$ cat src/battery_alarm_pkg.sv
/*
 Constants for the battery alarm and mode-flag block: register offsets,
 field positions and reset values. Assumes a 32-bit APB slave, byte addresses.
*/
`default_nettype none
package battery_alarm_pkg;
   localparam int ADDR_W = 8;
   // register byte offsets
   localparam logic [7:0] OFF_CTRL = 8'h00;
   localparam logic [7:0] OFF_LOWCAP_THR = 8'h04;
   localparam logic [7:0] OFF_SHUT_SET = 8'h08;
   localparam logic [7:0] OFF_SHUT_CLR = 8'h0C;
   localparam logic [7:0] OFF_FINAL_V = 8'h10;
   localparam logic [7:0] OFF_CC_GAIN = 8'h14;
   localparam logic [7:0] OFF_CC_DELTA = 8'h18;
   localparam logic [7:0] OFF_FLAGS = 8'h1C;
   localparam logic [7:0] OFF_CTRL_STAT = 8'h20;
   localparam logic [7:0] OFF_SOC = 8'h24;
   localparam logic [7:0] OFF_INT_STAT = 8'h28;
   localparam logic [7:0] OFF_INT_CLR = 8'h2C;
   localparam logic [7:0] OFF_INT_EN = 8'h30;
   localparam logic [7:0] OFF_CHARGE = 8'h34;
   // field positions
   localparam int CTRL_MODEL_BIT = 0;
   localparam int CTRL_PIN_EN_BIT = 1;
   localparam int FLAG_LOWCAP_BIT = 0;
   localparam int FLAG_SHUT_BIT = 1;
   localparam int STAT_MODEL_BIT = 0;
   localparam int EV_LOWCAP_SET = 0;
   localparam int EV_SHUT_SET = 1;
   localparam int EV_SHUT_CLR = 2;
   localparam int NUM_EV = 3;
   // values after reset
   localparam logic [1:0] RST_CTRL = 2'h0;
   localparam logic [15:0] RST_LOWCAP_THR = 16'h0000;
   localparam logic [15:0] RST_SHUT_SET = 16'h0000;
   localparam logic [15:0] RST_SHUT_CLR = 16'h0000;
   localparam logic [15:0] RST_FINAL_V = 16'h0000;
   localparam logic [31:0] RST_CC_WORD = 32'h0000_0000;
endpackage
`default_nettype wire

$ cat src/battery_alarm_flag_logic.sv
/*
 Alarm and mode-flag logic of the fuel gauge: low-capacity and shutdown
 flags with hysteresis, battery-low pin, state-of-charge event pulse,
 final-voltage zeroing, charge accumulation, APB register file, interrupt.
 Assumes capacity, voltage and current samples come from the measurement
 path on mclk, so they are used without synchronisers.
*/
// Implementation choices: the APB slave port and the placing of the registers.
`timescale 1ns/10ps
`default_nettype none

// Notes on behaviour
// - the low-capacity flag sets when remaining capacity falls below its threshold.
// - the low-capacity flag clears when remaining capacity rises above that threshold.
// - the battery-low pin follows the low-capacity flag.
// - the battery-low pin indicates only while its enable bit is set.
// - voltage below the shutdown set level sets the shutdown flag and pulses the SOC event.
// - the shutdown flag clears only when set and voltage rises above the clear level.
// - clearing the shutdown flag also pulses the SOC event.
// - state of charge reads zero once voltage has fallen to the final voltage.
// - load model 0 (default) is constant current, 1 is constant power.
// - the load-model setting is visible as a read-only control status bit.
// - charge is accumulated from the sense current; state of charge passes socIn through.
// - coulomb-counter gain and delta are kept as raw four-byte words, not IEEE floats.
module battery_alarm_flag_logic
   import battery_alarm_pkg::*;
#(
   parameter int CAP_W = 16,
   parameter int SOC_W = 8
)
(
   input wire logic mclk,
   input wire logic rst_n,
   input wire logic psel,
   input wire logic penable,
   input wire logic pwrite,
   input wire logic [ADDR_W-1:0] paddr,
   input wire logic [31:0] pwdata,
   output logic [31:0] prdata,
   output logic pready,
   output logic pslverr,
   input wire logic [CAP_W-1:0] remainingCap,
   input wire logic [CAP_W-1:0] cellVoltage,
   input wire logic [SOC_W-1:0] socIn,
   input wire logic signed [15:0] senseCurrent,
   input wire logic senseValid,
   output logic battery_low_pin,
   output logic socIntPulse,
   output logic load_model_bit,
   output logic [SOC_W-1:0] socOut,
   output logic irq
);

   typedef struct packed {
      logic [1:0] ctrl;
      logic [CAP_W-1:0] lowCapThr;
      logic [CAP_W-1:0] shutSetV;
      logic [CAP_W-1:0] shutClrV;
      logic [CAP_W-1:0] finalV;
      logic [31:0] ccGain;
      logic [31:0] ccDelta;
      logic signed [31:0] chargeAcc;
      logic evaluated;
      logic low_capacity_flag;
      logic system_shutdown_flag;
      logic socPulse;
      logic batLow;
      logic modelBit;
      logic [SOC_W-1:0] soc;
      logic [NUM_EV-1:0] intStat;
      logic [NUM_EV-1:0] intEn;
      logic irq;
      logic pready;
      logic [31:0] prdata;
      logic pslverr;
   } state_t;

   state_t st_q;
   state_t st_d;
   logic [NUM_EV-1:0] events;
   logic wrEn;
   logic rdEn;

   // one word per register, full byte-address match
   function automatic logic hit(input logic [ADDR_W-1:0] a, input logic [7:0] off);
      hit = (a == off);
   endfunction

   function automatic logic mapped(input logic [ADDR_W-1:0] a);
      mapped = hit(a, OFF_CTRL) | hit(a, OFF_LOWCAP_THR) | hit(a, OFF_SHUT_SET)
         | hit(a, OFF_SHUT_CLR) | hit(a, OFF_FINAL_V) | hit(a, OFF_CC_GAIN)
         | hit(a, OFF_CC_DELTA) | hit(a, OFF_FLAGS) | hit(a, OFF_CTRL_STAT)
         | hit(a, OFF_SOC) | hit(a, OFF_INT_STAT) | hit(a, OFF_INT_CLR)
         | hit(a, OFF_INT_EN) | hit(a, OFF_CHARGE);
   endfunction

   // access phase takes one wait state; the transfer completes with pready
   assign wrEn = psel & penable & pwrite & st_q.pready;
   assign rdEn = psel & penable & ~pwrite & ~st_q.pready;

   // next-state logic for the whole block
   always_comb
   begin
      st_d = st_q;
      events = '0;
      st_d.pready = psel & penable & ~st_q.pready;
      st_d.pslverr = psel & penable & ~st_q.pready & ~mapped(paddr);
      // register writes land on the completing edge only
      if (wrEn)
      begin
         if (hit(paddr, OFF_CTRL))
         begin
            st_d.ctrl = pwdata[1:0];
         end
         if (hit(paddr, OFF_LOWCAP_THR))
         begin
            st_d.lowCapThr = pwdata[CAP_W-1:0];
         end
         if (hit(paddr, OFF_SHUT_SET))
         begin
            st_d.shutSetV = pwdata[CAP_W-1:0];
         end
         if (hit(paddr, OFF_SHUT_CLR))
         begin
            st_d.shutClrV = pwdata[CAP_W-1:0];
         end
         if (hit(paddr, OFF_FINAL_V))
         begin
            st_d.finalV = pwdata[CAP_W-1:0];
         end
         // stored bit for bit, no float conversion is attempted
         if (hit(paddr, OFF_CC_GAIN))
         begin
            st_d.ccGain = pwdata;
         end
         if (hit(paddr, OFF_CC_DELTA))
         begin
            st_d.ccDelta = pwdata;
         end
         if (hit(paddr, OFF_INT_EN))
         begin
            st_d.intEn = pwdata[NUM_EV-1:0];
         end
         if (hit(paddr, OFF_INT_CLR))
         begin
            st_d.intStat = st_q.intStat & ~pwdata[NUM_EV-1:0];
         end
      end
      // first cycle after reset only arms the comparators
      st_d.evaluated = 1'b1;
      st_d.socPulse = 1'b0;
      if (st_q.evaluated)
      begin
         // capacity hysteresis is the threshold itself; equal holds the flag
         if (remainingCap < st_q.lowCapThr)
         begin
            st_d.low_capacity_flag = 1'b1;
            events[EV_LOWCAP_SET] = ~st_q.low_capacity_flag;
         end
         else if (remainingCap > st_q.lowCapThr)
         begin
            st_d.low_capacity_flag = 1'b0;
         end
         // shutdown flag has separate set and clear voltages
         if (!st_q.system_shutdown_flag && cellVoltage < st_q.shutSetV)
         begin
            st_d.system_shutdown_flag = 1'b1;
            st_d.socPulse = 1'b1;
            events[EV_SHUT_SET] = 1'b1;
         end
         else if (st_q.system_shutdown_flag && cellVoltage > st_q.shutClrV)
         begin
            st_d.system_shutdown_flag = 1'b0;
            st_d.socPulse = 1'b1;
            events[EV_SHUT_CLR] = 1'b1;
         end
      end
      // pin gated by its enable, tracks the flag in the same cycle
      st_d.batLow = st_d.low_capacity_flag & st_d.ctrl[CTRL_PIN_EN_BIT];
      // 0 selects constant current, 1 constant power
      st_d.modelBit = st_d.ctrl[CTRL_MODEL_BIT];
      // coulomb counting on each valid sense sample
      if (senseValid)
      begin
         st_d.chargeAcc = st_q.chargeAcc + {{16{senseCurrent[15]}}, senseCurrent};
      end
      // reported charge forced empty at or below the final voltage
      st_d.soc = (cellVoltage <= st_q.finalV) ? '0 : socIn;
      // sticky status: a new event beats a clear in the same cycle
      st_d.intStat = st_d.intStat | events;
      st_d.irq = |(st_d.intStat & st_d.intEn);
      // read data captured one cycle before pready rises with it
      st_d.prdata = '0;
      if (rdEn)
      begin
         case (paddr)
            OFF_CTRL: st_d.prdata = 32'(st_q.ctrl);
            OFF_LOWCAP_THR: st_d.prdata = 32'(st_q.lowCapThr);
            OFF_SHUT_SET: st_d.prdata = 32'(st_q.shutSetV);
            OFF_SHUT_CLR: st_d.prdata = 32'(st_q.shutClrV);
            OFF_FINAL_V: st_d.prdata = 32'(st_q.finalV);
            OFF_CC_GAIN: st_d.prdata = st_q.ccGain;
            OFF_CC_DELTA: st_d.prdata = st_q.ccDelta;
            OFF_FLAGS:
            begin
               st_d.prdata[FLAG_LOWCAP_BIT] = st_q.low_capacity_flag;
               st_d.prdata[FLAG_SHUT_BIT] = st_q.system_shutdown_flag;
            end
            OFF_CTRL_STAT: st_d.prdata[STAT_MODEL_BIT] = st_q.modelBit;
            OFF_SOC: st_d.prdata = 32'(st_q.soc);
            OFF_INT_STAT: st_d.prdata = 32'(st_q.intStat);
            OFF_INT_EN: st_d.prdata = 32'(st_q.intEn);
            OFF_CHARGE: st_d.prdata = st_q.chargeAcc;
            default: st_d.prdata = '0; // write-only clear and holes read zero
         endcase
      end
      else if (st_q.pready)
      begin
         st_d.prdata = '0;
      end
      else
      begin
         st_d.prdata = st_q.prdata;
      end
   end

   // whole state registered here; flags cleared, no pulse during reset
   always_ff @(posedge mclk or negedge rst_n)
   begin
      if (!rst_n)
      begin
         st_q <= '0;
         st_q.ctrl <= RST_CTRL;
         st_q.lowCapThr <= RST_LOWCAP_THR;
         st_q.shutSetV <= RST_SHUT_SET;
         st_q.shutClrV <= RST_SHUT_CLR;
         st_q.finalV <= RST_FINAL_V;
         st_q.ccGain <= RST_CC_WORD;
         st_q.ccDelta <= RST_CC_WORD;
      end
      else
      begin
         st_q <= st_d;
      end
   end

   assign prdata = st_q.prdata;
   assign pready = st_q.pready;
   assign pslverr = st_q.pslverr;
   assign battery_low_pin = st_q.batLow;
   assign socIntPulse = st_q.socPulse;
   assign load_model_bit = st_q.modelBit;
   assign socOut = st_q.soc;
   assign irq = st_q.irq;
endmodule
`default_nettype wire

$ cat config.mk
export PLATFORM = sky130hd
export DESIGN_NAME = battery_alarm_flag_logic
export DESIGN_NICKNAME = d
export VERILOG_FILES = /design/src/battery_alarm_pkg.sv /design/src/battery_alarm_flag_logic.sv
export SDC_FILE = /design/constraint.sdc
export NUM_CORES = 1
export LEC_CHECK = 0
export ABC_AREA = 1
export BUFFER_PORTS_ARGS = -buffer_cell sky130_fd_sc_hd__buf_4
export CAP_MARGIN = 5
export CORE_MARGIN = 10
export CORE_UTILIZATION = 45
export DETAILED_ROUTE_END_ITERATION = 8
export HOLD_SLACK_MARGIN = 0.02
export PLACE_DENSITY = 0.71
export SYNTH_ARGS = -nofsm -noshare
export SYNTH_HDL_FRONTEND = slang
export SYNTH_SLANG_ARGS = --single-unit
$ cat constraint.sdc
create_clock -name mclk -period 2.3 [get_ports mclk]
set_clock_uncertainty 0.1 [all_clocks]
set_input_delay 0.46 -clock mclk [delete_from_list [all_inputs] [get_ports mclk]]
set_output_delay 0.46 -clock mclk [all_outputs]
set_load 0.01 [all_outputs]
==> impl_metrics.yaml <==
setup_path:
  reg2reg_depth: 8
  cp_max_fo: 4
  rrSetupSlack_ns: 0.12
  end_kind: "register"
  startpoint_type: "register"
  critPathKind: "reg2reg"
  worstPathRequired_ns: 2.63
  cp.arrival_ns: 2.50
detailed_routing:
  vias_per_cell: 5.135
  met2WireLength_um: 18980
  vias: 12610
  routed_wl_um: 41320
  routed.top_layer: "met4"
  met1_length_um: 18600
  drt_iter0_drc: 995
  drc: 0
  wl_met3_um: 2790
  routedWlPerCell_um: 16.83
  dr.pass1.iters: 5
  drtAntennaViolNets: 0
clocking:
  postCtsSetupBuffers: 0
  clkLatencyLatePin_ns: 0.55
  cts_root_buffer: "clkbuf_16"
  cts_tree: "yes"
  clock-sinks: 216
  clk_path_buf_depth: 3
  path_clk_slew_ns: 0.06
  numCtsBuffers: 26
  htreeDepth: 1
cells_and_area:
  final_common_cell: "nand2_1"
  final_cells: 2455
  final_nets: 2243
  final_cell_mix: "nand2_1, inv_1, buf_4"
  final_layout_size_suffix_gt1_frac: 0.1453
  n_antenna_cell: 0
  synthToLayoutAreaGrowth_pct: 20.26
  fillers: 2905
synth:
  syn_area_per_cell_um2: 7.157
  synth_edf_count: 0
  synth_top_flop_cell: "dfrtp_1"
  yosysSeqAreaShare: 0.4037
  syn_area_um2: 13390
  synth.distinct_cells: 38
  syn_inst: 1871
  yosys_warnings: 0
  syn_nets: 2068
  synth_seq_cells: 216
  async_reset_ff_frac: 1.000
power_and_ir_drop:
  p_sw_frac: 0.3672
  p_clk_frac: 0.304
  power.density_nw_per_um2: 819.2
  seqPwrFrac: 0.341
  internal-power_w: 0.008347
  ir_drop_v: 0.0005100
  power.share.combinational: 0.355
  power_switching_w: 0.004844
  power_leakage_nw: 8.467
sta:
  min_period_over_period: 0.9460
  finalHoldViolCount: 0
  tns_ns: 0
  setup_viol: 0
  slew_viol_final: 0
  min_period_ns: 2.176
  relSlewSlack: 0.6332
  holdWs_ns: 0.03299
  worst_slew_pin_slew_ns: 0.5484
  rsz0062_at_grt: "false"
  fmax_mhz: 459.6
placed_design:
  io_buffers: 147
  dp.cells: 2406
  place.gp.congestion: 0.9570
  hpwl_um: 31530
global_route:
  grt_use_total: 0.2224
  first_global_vias: 12380
  antenna_found_initial: 0
  grt-ovfl-total: 0
  grt_max_degree: 65
  grt_pass1_wl_um: 65640
die:
  start_util: 0.4542
  ios: 148
  die_area_um2: 37060
  die_w_um: 192.5
  core_region_area_um2: 29480
  chipHeight_um: 192.5
  rows: 63
worst_hold_path:
  min_path_cells: 3
  min-delay-path-class: "in2reg"
job:
  drv_cap: 0
status:
  status: "completed"
==> cells by family after synthesis <==
group / count (synthesis) / share of synthesized area
buffers and inverters: 352 / 0.1112
AO/OA/AOI/OAI: 284 / 0.1131
XOR/XNOR: 11 / 0.007195
flip-flops: 216 / 0.4037
other: 1 / 0.0002801
AND/OR/NAND/NOR: 912 / 0.2753
adder cells (fa/ha/maj): 95 / 0.08933
==> worst max-delay path, stage by stage, from the launching register on <==
cell and delay (ns):
dfrtp_1 0.45, ha_1 0.37, nand2_1 0.13, inv_1 0.05, a21oi_1 0.29, nand3_1 0.21, or2_2 0.31, nand3_1 0.09
nand2_1 0.05
==> power groups by stage <==
| stage | Sequential, W | Clock [W] | Combinational, W |
|---|---|---|---|
| floorplan | 0.00437 | 0 | 0.00293 |
| global placement | 0.00455 | 0 | 0.00454 |
| detailed placement | 0.00455 | 0 | 0.00461 |
| CTS | 0.00449 | 0.00405 | 0.00464 |
| global route | 0.00453 | 0.00420 | 0.00533 |
| finish | 0.00450 | 0.00401 | 0.00468 |
==> layout make-up <==
class                      count  area [um^2]  share of cell area
multi-input combinational   1303         6514              0.4045
inverter                     265        994.7             0.06177
clock inverter                10        110.1            0.006838
clock buffer                  37        721.9             0.04483
tap                          390        488.0             0.03030
sequential                   216         5405              0.3357
timing repair buffer         234         1869              0.1161
==> per-stage QoR <==
stage	area, um^2	total power (W)	setup WS, ns	utilization
after floorplan	13390	0.007300	0.2880	-
after global placement	15240	0.009094	-0.004113	0.5169
after detailed placement	15240	0.009159	-0.01580	0.5169
after CTS	16090	0.01318	0.1515	0.5458
after global routing	16100	0.01406	0.01322	0.5462
final	16100	0.01319	0.1242	0.5462
==> worst paths after layout <==
| kind | start | to |
|---|---|---|
| max in group asynchronous | rst_n | socOut[5] |
| setup reg to reg | st_q[66] | st_q[67] |
| hold / removal | socIn[7] | socOut[7] |
| setup / recovery | st_q[66] | st_q[67] |
| min in group asynchronous | rst_n | st_q[86] |
| hold reg to reg | st_q[190] | st_q[190] |
==> sequential cells by signal, indices dropped and copies added, names as in the netlist <==
register	count
st_q	171
prdata	32
socOut	8
battery_low_pin	1
irq	1
pready	1
pslverr	1
socIntPulse	1
==> synthesized netlist by cell type (all sizes together) (2+ instances only) <==
library cell  instances  share of area
dfrtp               216           0.40
o21a                  4         0.0022
nor3                 13         0.0057
buf                  54          0.028
a22o                 11         0.0072
o21bai                4         0.0022
xor2                  2         0.0013
clkbuf               33         0.0093
nand3                90          0.035
and2                  3         0.0014
ha                   94          0.088
o21ai               187          0.070
inv                 264          0.074
o211ai                3         0.0017
xnor2                 9         0.0059
a21oi                61          0.023
a21boi                2         0.0011
or2                   5         0.0023
nand4                 8         0.0037
nor2                 99          0.029
o22ai                10         0.0047
nand2               679           0.19
nor4                  4         0.0019
nand3b               10         0.0056
==> per-layer routing <==
metal / vias up / track usage
li1: 6220 / -
met4: 0 / 0.05426
met2: 400 / 0.3641
met3: 64 / 0.03560
met1: 5922 / 0.3014
met5: - / 0
==> repair_timing <==
item,4_1_cts,5_1_grt
hold endpoints to repair,47,0
gates resized for setup,0,5
hold buffers,2,0
setup endpoints to repair,0,8
(Power assumes the default switching activity.)
